==> config.mk <==
export PLATFORM = sky130hd
export DESIGN_NAME = spm_serial_port
export DESIGN_NICKNAME = d
export VERILOG_FILES = /design/src/pkg/spm_pkg.sv /design/src/rtl/spm_serial_port.sv
export VERILOG_INCLUDE_DIRS = /design/src /design/src/pkg
export SDC_FILE = /design/constraint.sdc
export NUM_CORES = 1
export LEC_CHECK = 0
export ABC_AREA = 1
export BUFFER_PORTS_ARGS = -buffer_cell sky130_fd_sc_hd__buf_2
export CAP_MARGIN = 10
export CORE_ASPECT_RATIO = 0.75
export CORE_MARGIN = 5
export CORE_UTILIZATION = 41
export CTS_CLUSTER_SIZE = 25
export DETAILED_ROUTE_END_ITERATION = 12
export HOLD_SLACK_MARGIN = 0.15
export PLACE_DENSITY = 0.75
export SLEW_MARGIN = 20
export SYNTH_ARGS = -nofsm -noshare
export SYNTH_HDL_FRONTEND = slang
export SYNTH_SLANG_ARGS = --single-unit
==> constraint.sdc <==
create_clock -name clk -period 1.59 [get_ports clk]
set_input_delay 0.0795 -clock clk [delete_from_list [all_inputs] [get_ports clk]]
set_output_delay 0.0795 -clock clk [all_outputs]
set_load 0.02 [all_outputs]
==> src/pkg/spm_cfg.svh <==
`ifndef SPM_CFG_SVH
`define SPM_CFG_SVH

// Reset values of the control bits
`define SPM_RST_SELECT_MODE 2'h1
`define SPM_RST_ENABLE      1'h0
`define SPM_RST_MASTER      1'h0
`define SPM_RST_PHASE       1'h0
`define SPM_RST_POLARITY    1'h0
`define SPM_RST_RATE        8'h00

// Select mode encodings
`define SPM_MODE_3WIRE      2'h0
`define SPM_MODE_4WIRE_IN   2'h1

// Byte framing
`define SPM_LAST_BIT        3'h7
`define SPM_LAST_HALF       4'hF

`endif

==> src/pkg/spm_pkg.sv <==
package spm_pkg;

  typedef enum logic [1:0] {
    SPM_MST_IDLE = 2'b01,
    SPM_MST_RUN  = 2'b10
  } spm_mst_e;

  typedef struct packed {
    logic       port_enable;
    logic       master_enable;
    logic [1:0] select_mode;
    logic       clock_phase;
    logic       clock_polarity;
  } spm_ctl_s;

  typedef struct packed {
    logic xfer_done_flag;
    logic write_collision_flag;
    logic mode_fault_flag;
    logic rx_overrun_flag;
  } spm_flags_s;

  typedef struct packed {
    logic busy;
    logic tx_empty;
    logic rx_full;
    logic shift_empty;
  } spm_status_s;

  typedef struct packed {
    spm_ctl_s   ctl;
    spm_flags_s flags;
    spm_mst_e   mst;
    logic [7:0] shift;
    logic [7:0] txbuf;
    logic [7:0] rxbuf;
    logic       tx_full;
    logic       rx_full;
    logic       sr_full;
    logic [2:0] cnt;
    logic       skip;
    logic       in_bit;
    logic       prev_sck;
    logic       prev_nss;
    logic [7:0] div;
    logic [3:0] half;
    logic       sck;
  } spm_state_s;

endpackage

==> src/rtl/spm_serial_port.sv <==
`timescale 1ns/1ps
`include "spm_cfg.svh"
module spm_serial_port (
  input  wire logic                clk,
  input  wire logic                srst,
  input  wire logic                ctl_wr,
  input  wire spm_pkg::spm_ctl_s   ctl_wdata,
  input  wire logic [7:0]          clock_rate_reg,
  input  wire logic                dat_wr,
  input  wire logic [7:0]          dat_wdata,
  input  wire logic                dat_rd,
  input  wire spm_pkg::spm_flags_s flag_clr,
  input  wire logic                irq_enable,
  output spm_pkg::spm_ctl_s        ctl_q,
  output spm_pkg::spm_flags_s      flags_q,
  output spm_pkg::spm_status_s     status_q,
  output logic [7:0]               port_data_reg,
  output logic                     irq,
  input  wire logic                sck_i,
  output logic                     sck_o,
  output logic                     sck_oe,
  input  wire logic                mosi_i,
  output logic                     mosi_o,
  output logic                     mosi_oe,
  input  wire logic                miso_i,
  output logic                     miso_o,
  output logic                     miso_oe,
  input  wire logic                nss_i,
  output logic                     nss_o,
  output logic                     nss_oe
);
  import spm_pkg::*;

  spm_state_s st_ff;
  spm_state_s nxt_st;
  logic       is_master;
  logic       selected;
  logic       eff_sck;
  logic       lead_edge;
  logic       trail_edge;
  logic       samp;
  logic       shft;
  logic       din;
  logic       nss_fall;
  logic       fault;
  logic       done;
  logic       load;

  always_comb
  begin
    is_master = st_ff.ctl.port_enable & st_ff.ctl.master_enable;
    selected  = (st_ff.ctl.select_mode == `SPM_MODE_3WIRE) |
                ((st_ff.ctl.select_mode == `SPM_MODE_4WIRE_IN) & ~nss_i);
    eff_sck    = is_master ? st_ff.sck : sck_i;
    // edge roles from polarity and phase
    lead_edge  = (st_ff.prev_sck == st_ff.ctl.clock_polarity) &
                 (eff_sck != st_ff.ctl.clock_polarity);
    trail_edge = (st_ff.prev_sck != st_ff.ctl.clock_polarity) &
                 (eff_sck == st_ff.ctl.clock_polarity);
    samp = st_ff.ctl.port_enable & (is_master | selected) &
           (st_ff.ctl.clock_phase ? trail_edge : lead_edge);
    shft = st_ff.ctl.port_enable & (is_master | selected) &
           (st_ff.ctl.clock_phase ? lead_edge : trail_edge);
    din      = is_master ? miso_i : mosi_i;
    nss_fall = st_ff.prev_nss & ~nss_i;
    fault = is_master & (st_ff.ctl.select_mode == `SPM_MODE_4WIRE_IN) & ~nss_i;
    done  = st_ff.ctl.port_enable & ~fault & samp & (st_ff.cnt == `SPM_LAST_BIT);
    load  = st_ff.ctl.port_enable & ~fault & ~st_ff.sr_full & st_ff.tx_full &
            (is_master ? (st_ff.mst == SPM_MST_IDLE) & ~st_ff.skip : 1'b1);
  end

  always_comb
  begin
    nxt_st = st_ff;
    if (ctl_wr)
    begin
      nxt_st.ctl = ctl_wdata;
    end
    nxt_st.flags = st_ff.flags & ~flag_clr;
    if (dat_rd)
    begin
      nxt_st.rx_full = 1'b0;
    end
    if (dat_wr)
    begin
      if (st_ff.tx_full)
      begin
        nxt_st.flags.write_collision_flag = 1'b1;
      end
      else
      begin
        nxt_st.txbuf   = dat_wdata;
        nxt_st.tx_full = 1'b1;
      end
    end
    nxt_st.prev_sck = eff_sck;
    nxt_st.prev_nss = nss_i;
    if (!st_ff.ctl.port_enable)
    begin
      nxt_st.cnt     = 3'h0;
      nxt_st.sr_full = 1'b0;
      nxt_st.skip    = 1'b0;
      nxt_st.mst     = SPM_MST_IDLE;
      nxt_st.sck     = st_ff.ctl.clock_polarity;
      nxt_st.div     = 8'h00;
      nxt_st.half    = 4'h0;
    end
    else if (fault)
    begin
      nxt_st.ctl.port_enable           = 1'b0;
      nxt_st.ctl.master_enable         = 1'b0;
      nxt_st.flags.mode_fault_flag     = 1'b1;
      nxt_st.mst                       = SPM_MST_IDLE;
      nxt_st.sck                       = st_ff.ctl.clock_polarity;
      nxt_st.cnt                       = 3'h0;
      nxt_st.sr_full                   = 1'b0;
      nxt_st.skip                      = 1'b0;
    end
    else
    begin
      // half period is rate plus one clocks
      case (st_ff.mst)
        SPM_MST_RUN:
        begin
          if (!is_master)
          begin
            nxt_st.mst = SPM_MST_IDLE;
            nxt_st.sck = st_ff.ctl.clock_polarity;
          end
          else if (st_ff.div == clock_rate_reg)
          begin
            nxt_st.div  = 8'h00;
            nxt_st.sck  = ~st_ff.sck;
            nxt_st.half = st_ff.half + 4'h1;
            if (st_ff.half == `SPM_LAST_HALF)
            begin
              nxt_st.mst = SPM_MST_IDLE;
            end
          end
          else
          begin
            nxt_st.div = st_ff.div + 8'h01;
          end
        end
        default:
        begin
          nxt_st.sck = st_ff.ctl.clock_polarity;
        end
      endcase
      if (!is_master && st_ff.ctl.select_mode == `SPM_MODE_4WIRE_IN && nss_fall)
      begin
        nxt_st.cnt  = 3'h0;
        nxt_st.skip = st_ff.ctl.clock_phase;
      end
      else if (samp)
      begin
        nxt_st.in_bit = din;
        nxt_st.cnt    = st_ff.cnt + 3'h1;
        if (done)
        begin
          nxt_st.flags.xfer_done_flag = 1'b1;
          nxt_st.sr_full              = 1'b0;
          nxt_st.skip                 = ~st_ff.ctl.clock_phase;
          if (!is_master && st_ff.rx_full)
          begin
            nxt_st.flags.rx_overrun_flag = 1'b1;
          end
          else
          begin
            nxt_st.rxbuf   = {st_ff.shift[6:0], din};
            nxt_st.rx_full = 1'b1;
          end
        end
      end
      if (shft)
      begin
        if (st_ff.skip)
        begin
          nxt_st.skip = 1'b0;
        end
        else
        begin
          nxt_st.shift = {st_ff.shift[6:0], st_ff.in_bit};
        end
      end
      if (load)
      begin
        nxt_st.shift   = st_ff.txbuf;
        nxt_st.sr_full = 1'b1;
        nxt_st.tx_full = 1'b0;
        if (st_ff.cnt == 3'h0)
        begin
          // A pending last-edge skip must survive the reload
          nxt_st.skip = st_ff.ctl.clock_phase | nxt_st.skip;
        end
        // only a master starts a transfer
        if (is_master)
        begin
          nxt_st.mst  = SPM_MST_RUN;
          nxt_st.div  = 8'h00;
          nxt_st.half = 4'h0;
        end
      end
    end
  end

  always_ff @(posedge clk)
  begin
    if (srst)
    begin
      nxt_st_reset();
    end
    else
    begin
      st_ff <= nxt_st;
    end
  end

  task automatic nxt_st_reset();
    st_ff                    <= '0;
    st_ff.ctl.select_mode    <= `SPM_RST_SELECT_MODE;
    st_ff.ctl.port_enable    <= `SPM_RST_ENABLE;
    st_ff.ctl.master_enable  <= `SPM_RST_MASTER;
    st_ff.ctl.clock_phase    <= `SPM_RST_PHASE;
    st_ff.ctl.clock_polarity <= `SPM_RST_POLARITY;
    st_ff.mst                <= SPM_MST_IDLE;
    st_ff.prev_nss           <= 1'b1;
  endtask

  // Pin drivers; data comes straight from flops, enables are decoded
  always_comb
  begin
    ctl_q                = st_ff.ctl;
    flags_q              = st_ff.flags;
    status_q.busy        = (st_ff.cnt != 3'h0) | (st_ff.mst == SPM_MST_RUN);
    status_q.tx_empty    = ~st_ff.tx_full;
    status_q.rx_full     = st_ff.rx_full;
    status_q.shift_empty = ~st_ff.sr_full;
    port_data_reg        = st_ff.rxbuf;
    irq    = irq_enable & (|st_ff.flags);
    sck_o  = st_ff.sck;
    sck_oe = is_master;
    mosi_o  = st_ff.shift[7];
    mosi_oe = is_master;
    miso_o  = st_ff.shift[7];
    // MISO released unless a selected slave
    miso_oe = st_ff.ctl.port_enable & ~st_ff.ctl.master_enable & selected;
    // NSS output level from low mode bit
    nss_o  = st_ff.ctl.select_mode[0];
    nss_oe = st_ff.ctl.port_enable & st_ff.ctl.select_mode[1];
  end
endmodule

# ---- After elaboration in Yosys (flattened, before gate mapping)
# Index checks and enable logic that the tools add are counted.
dict set report totals {
  ff_bits 59
  latchBits 0
  ram_bits 0
  rom_bits 0
  in_bits 36
  output_inout_bits 31
  wordCells 155
  memories 0
}
dict set report classes {
  n_addsub 3
  mul 0
  div_mod_pow 0
  n_lt_le_gt_ge 0
  n_eq_ne 13
  shift 0
  n_mux 58
  bitwise 38
  reduce_logical 19
}
# operator n
set ops {}
lappend ops {{two-way mux 12 bit} 4}
lappend ops {{two-way mux 1 bit} 35}
lappend ops {{two-way mux 2 bit} 12}
lappend ops {{two-way mux 8 bit} 3}
lappend ops {{bitwise AND 1 bit} 21}
lappend ops {{inverter 1 bit} 11}
lappend ops {{two-way mux 10 bit} 1}
lappend ops {{adder 8 x 1 -> 8 bit, second input constant} 1}
lappend ops {{== test 8 bit} 1}
lappend ops {{AND reduction 4 bit} 2}
lappend ops {{OR reduction 4 bit} 2}
lappend ops {{two-way mux 7 bit} 1}
lappend ops {{two-way mux 6 bit} 1}
lappend ops {{AND reduction 6 bit} 1}
lappend ops {{nonzero test 2 bit} 3}
lappend ops {{two-way mux 5 bit} 1}
lappend ops {{!= test 5 bit, second input constant} 1}
lappend ops {{adder 4 x 1 -> 4 bit, second input constant} 1}
lappend ops {{bitwise AND 4 bit} 1}
lappend ops {{== test 2 x 1 -> 1 bit, second input constant} 2}
lappend ops {{== test 4 bit, second input constant} 1}
lappend ops {{inverter 4 bit} 1}
lappend ops {{bitwise OR 1 bit} 4}
lappend ops {{adder 3 x 1 -> 3 bit, second input constant} 1}
lappend ops {{15 further kinds} 19}

# ---- Depth between registers and ports, before layout
dict set report depth {
  word_depth 18
  mapped_depth 13
  mapped_depth_nobuf 11
}

# ---- Worst setup path after synthesis
# Ideal clock, no wire load.
dict set report synth_path {
  path_kind {reg2reg}
  startpoint {register st_ff (netlist bit ctl_q[4])}
  endpoint {register st_ff[45] (netlist bit)}
  setup_time_ns 0.116
  t_arrival_ns 1.491
  required_time_ns 1.474
  path_slack_ns -0.017
  stages_incl_launch_ff 13
  n_path_buf 2
  synth_period_minus_slack_ns 1.607
  path_cell_list {dfxtp_1 -> nand2_4 -> inv_2 -> nand2_1 -> nand3_2 -> nor2_4 -> inv_2 -> buf_6 -> buf_6 -> nand2_1 -> nand2_1 -> nor2_1 -> nor2_1}
}
dict set report synth_via {
  elab_chain_cells 10
  word_cells_on_any_way 22
  classes_between {eq/ne: 3; mux: 4; bitwise: 13; reduce/logical: 2}
}
# item line
set synth_lines {}
lappend synth_lines {{start: declaration} spm_serial_port.sv:34} ;# spm_state_s st_ff;
lappend synth_lines {{start signal: assignment} spm_serial_port.sv:215} ;# st_ff <= nxt_st;
lappend synth_lines {{bitwise AND 1 bit (*)} spm_serial_port.sv:51} ;# is_master = st_ff.ctl.port_enable & st_ff.ctl.master_enable;
lappend synth_lines {{named net mosi_oe} spm_serial_port.sv:24} ;# output logic mosi_oe,
lappend synth_lines {{bitwise AND 1 bit (2 in series)} spm_serial_port.sv:66} ;# fault = is_master & (st_ff.ctl.select_mode == `SPM_MODE_4WIRE_IN) & ~nss_i;
lappend synth_lines {{inverter 1 bit (no line)} n/a}
lappend synth_lines {{bitwise AND 1 bit (4 in series)} spm_serial_port.sv:68} ;# load = st_ff.ctl.port_enable & ~fault & ~st_ff.sr_full & st_ff.tx_full &
lappend synth_lines {{!= test 2 x 1 -> 1 bit (no line) / nonzero test 2 bit (equally long branches)} n/a}
lappend synth_lines {{AND reduction 4 bit (no line)} n/a}
# Mark *: on every way through the listed nets, which the timed path passes. The rest lies on a longest branch.
# A chain may end at the register's enable or synchronous reset.

# ---- Final worst setup path
dict set report layout_path {
  startpoint {register st_ff (netlist bit ctl_q[5])}
  endpoint {register st_ff[39] (netlist bit)}
}
dict set report layout_via {
  elab_chain_cells 10
  word_cells_on_any_way 22
  classes_between {eq/ne: 3; mux: 4; bitwise: 13; reduce/logical: 2}
}
# item line
set layout_lines {}
lappend layout_lines {{bitwise AND 1 bit} spm_serial_port.sv:51}
lappend layout_lines {{bitwise AND 1 bit (2 in series)} spm_serial_port.sv:66}
lappend layout_lines {{inverter 1 bit (no line)} n/a}
lappend layout_lines {{bitwise AND 1 bit (4 in series)} spm_serial_port.sv:68}
lappend layout_lines {{!= test 2 x 1 -> 1 bit (no line) / nonzero test 2 bit (equally long branches)} n/a}
lappend layout_lines {{AND reduction 4 bit (no line)} n/a}
# Parallel ways exist; a longest one is shown, timed or not.

==> flow_metrics.py <==
metrics = {
    "routing": {
        "drtIter0Drc": 322,
        "ant_nets": 0,
        "first_pass_iters": 5,
        "drc": 0,
        "wl_um": 9490,
        "vias_per_cell": 5.16,
        "vias": 3413,
        "wl_per_cell_um": 14.3,
    },
    "pwr": {
        "pwr-share-seq": 0.465,
        "pwr-share-comb": 0.163,
        "p_sw_frac": 0.287,
        "power.leakage_nw": 1.97,
        "p_switching_uw": 972,
        "ir_worst_vdd_mv": 0.333,
        "p_per_area_nw_per_um2": 764,
        "pwr-share-clk": 0.373,
        "power_mw": 3.39,
        "intPower_mw": 2.42,
    },
    "timing": {
        "slew_headroom": 0.566,
        "finalCriticalPeriod_ns": 1.65,
        "fin_crit_sh": 1.04,
        "layout_setup_ws_ns": -0.0576,
        "hold_viol": 0,
        "fin_skew_ns": 0.00352,
        "worstMarginPinSlew_ns": 0.634,
        "finalSetupViolCount": 16,
        "slew_viol_final": 0,
        "rsz0062_at_grt": "true",
        "max_freq_mhz": 607,
    },
    "die": {
        "die_w_um": 110,
        "die_area_um2": 9310,
        "die_h_um": 84.8,
        "placementRows": 27,
        "start_util": 0.420,
        "coreArea_um2": 7300,
        "io_pins": 67,
    },
    "global_route": {
        "grt_max_degree": 24,
        "track_usage": 0.186,
        "overflow": 0,
        "grt_pass1_wl_um": 13800,
        "grt_pass1_vias": 3073,
        "antenna_found_initial": 0,
    },
    "hold_path": {
        "hold_class": "in -> reg",
    },
    "synth": {
        "synth.distinct_cells": 33,
        "synth-seq-cells": 59,
        "synth.cell_area_um2": 3060,
        "avgSynthCellArea_um2": 7.10,
        "postSynthCellCount": 431,
        "syn-num-nets": 472,
        "seq_area_frac_synth": 0.386,
        "ys_warn_count": 0,
    },
    "critical_path": {
        "startpoint": "ctl_q[5]",
        "worst-setup-path-type": "reg -> reg",
        "cp-start-kind": "flop",
        "rr_endpoint": "st_ff[39]",
        "endpoint": "st_ff[39]",
        "cp_max_fo": 7,
        "reg2reg_depth": 12,
        "r2r_start": "ctl_q[5]",
        "arrival_ns": 1.89,
        "endpoint_kind": "flop",
        "ff2ff_setup_slack_ns": -0.06,
        "cp_data_required_time_ns": 1.83,
    },
    "clock_network": {
        "clockRootBuffer": "clkbuf_8",
        "clock_sinks": 59,
        "ctsLongestPathBuffers": 2,
        "clk_pin_slew_worst_paths_ns": 0.07,
        "cts_tree": "done",
        "cts_buffers": 9,
        "clkLatencyLatePin_ns": 0.35,
        "h-tree-depth": 3,
    },
    "final_layout": {
        "synthToLayoutAreaGrowth_pct": 45.0,
        "final_common_cell": "buf_2",
        "nNetsFinal": 597,
        "mostFrequentLayoutCells": "buf_2, nand2_1, dfxtp_1",
        "drive_gt1_frac": 0.369,
        "fin_cells": 662,
        "num_antenna_cells": 0,
    },
    "run": {
        "maxCapViolCount": 0,
    },
    "place": {
        "numPortBuffers": 66,
        "place_congestion": 0.879,
        "place_inst": 612,
        "hpwl_um": 6360,
    },
    "outcome": {
        "status": "finished with violations",
        "failed_checks": "negative setup slack",
    },
}
-- worst min path at each step --
stage	startpoint	end	slack (ns)	cells past startpoint
after CTS	sck_i	st_ff[14]	0.24	6
after floorplan	ctl_wr	ctl_q[2]	0.17	1
after global routing	sck_i	st_ff[14]	0.31	6
after global placement	ctl_wr	ctl_q[2]	0.29	2
after detailed placement	dat_rd	status_q[1]	0.29	2
final	sck_i	st_ff[14]	0.27	6
-- per-stage QoR --
stage | util | setup slack, ns | setup TNS (ns) | cell area, µm² | hold slack [ns]
3_3_place_gp | 0.498 | -0.0774 | -0.969 | 3630 | 0.290
4_1_cts | 0.566 | -0.00912 | -0.0128 | 4130 | 0.236
5_1_grt | 0.608 | -0.152 | -2.92 | 4440 | 0.306
6_report | 0.608 | -0.0576 | -0.288 | 4440 | 0.270
3_5_place_dp | 0.498 | -0.143 | -2.23 | 3630 | 0.293
2_1_floorplan | - | 0.00400 | 0 | 3060 | 0.172
-- cell families after synthesis --
| family | synth area share |
|---|---|
| buffers and inverters | 0.147 |
| AOI/OAI and AO/OA | 0.173 |
| and+or+nand+nor | 0.245 |
| DFF | 0.386 |
| xor gates and xnor gates | 0.0257 |
| muxes | 0.00327 |
| adders and majority gates | 0.0204 |
-- timing repair --
item | CTS | global route
pin swaps | 4 | 22
setup endpoints to repair | 31 | 39
hold endpoints to repair | 25 | 0
cloned | 0 | 1
setup buffers | 3 | 4
resized for setup | 12 | 92
hold buffers | 26 | 0
-- power by group through the flow --
| stage | logic [mW] | registers, mW | clock network [mW] |
|---|---|---|---|
| final | 0.551 | 1.57 | 1.26 |
| after global routing | 0.600 | 1.58 | 1.35 |
| after CTS | 0.483 | 1.57 | 1.28 |
| after detailed placement | 0.424 | 1.60 | 0 |
| after global placement | 0.415 | 1.60 | 0 |
| after floorplan | 0.256 | 1.60 | 0 |
-- Yosys cell counts --
master     instances  share of area
nor3_1             2         0.0033
clkinv_1           1         0.0012
xor2_1             2         0.0057
buf_1              2         0.0025
buf_6              3          0.011
and3_1             2         0.0041
a2111oi_0          2         0.0057
nand3_2            3         0.0098
xnor2_1            7          0.020
nor2_4             3          0.011
nand2_2            3         0.0061
nor2_2             2         0.0041
nor2_1            45          0.055
o41a_1             1         0.0037
nor3_2             1         0.0033
inv_1             59          0.072
nand4_1            9          0.018
inv_2              4         0.0049
dfxtp_1           59           0.39
o21a_1             2         0.0049
o21ai_1            7          0.011
clkbuf_1           3         0.0037
mux2i_1            1         0.0033
nand2_4            2         0.0074
a31oi_1            2         0.0041
ha_1               5          0.020
o22ai_1            4         0.0082
o31ai_1            1         0.0025
nand2_1           69          0.085
a21oi_1           40          0.065
nand3_1           23          0.038
buf_4             21          0.051
o21ai_0           41          0.067
-- cell type report --
type                            count  area (µm²)
Clock buffer                       12         155
Clock inverter                      4        25.0
Fill cell                         601        2860
Inverter                           64         248
Tap cell                          101         126
Timing Repair Buffer              143        1010
Sequential cell                    59        1190
Multi-Input combinational cell    279        1680
-- metal layers --
layer  GRT usage  up-vias  share of wire
met3      0.0487       37          0.079
met4      0.0702        0          0.029
met1       0.249     1564           0.44
met2       0.288      168           0.45
met5           0        -              0
li1            -     1644              -
-- worst max-delay path, cell delays in order, from the launching register on --
cell and delay, ns:
dfxtp_4 0.38, nand2_8 0.11, buf_6 0.11, inv_4 0.03, nand2_2 0.06, nand3_2 0.09
nor2_4 0.24, inv_4 0.10, buf_4 0.15, nand2_1 0.06, o21ai_1 0.06, nor2_1 0.11
nor2_1 0.06
No activity file was read; power rests on OpenSTA's default activity.
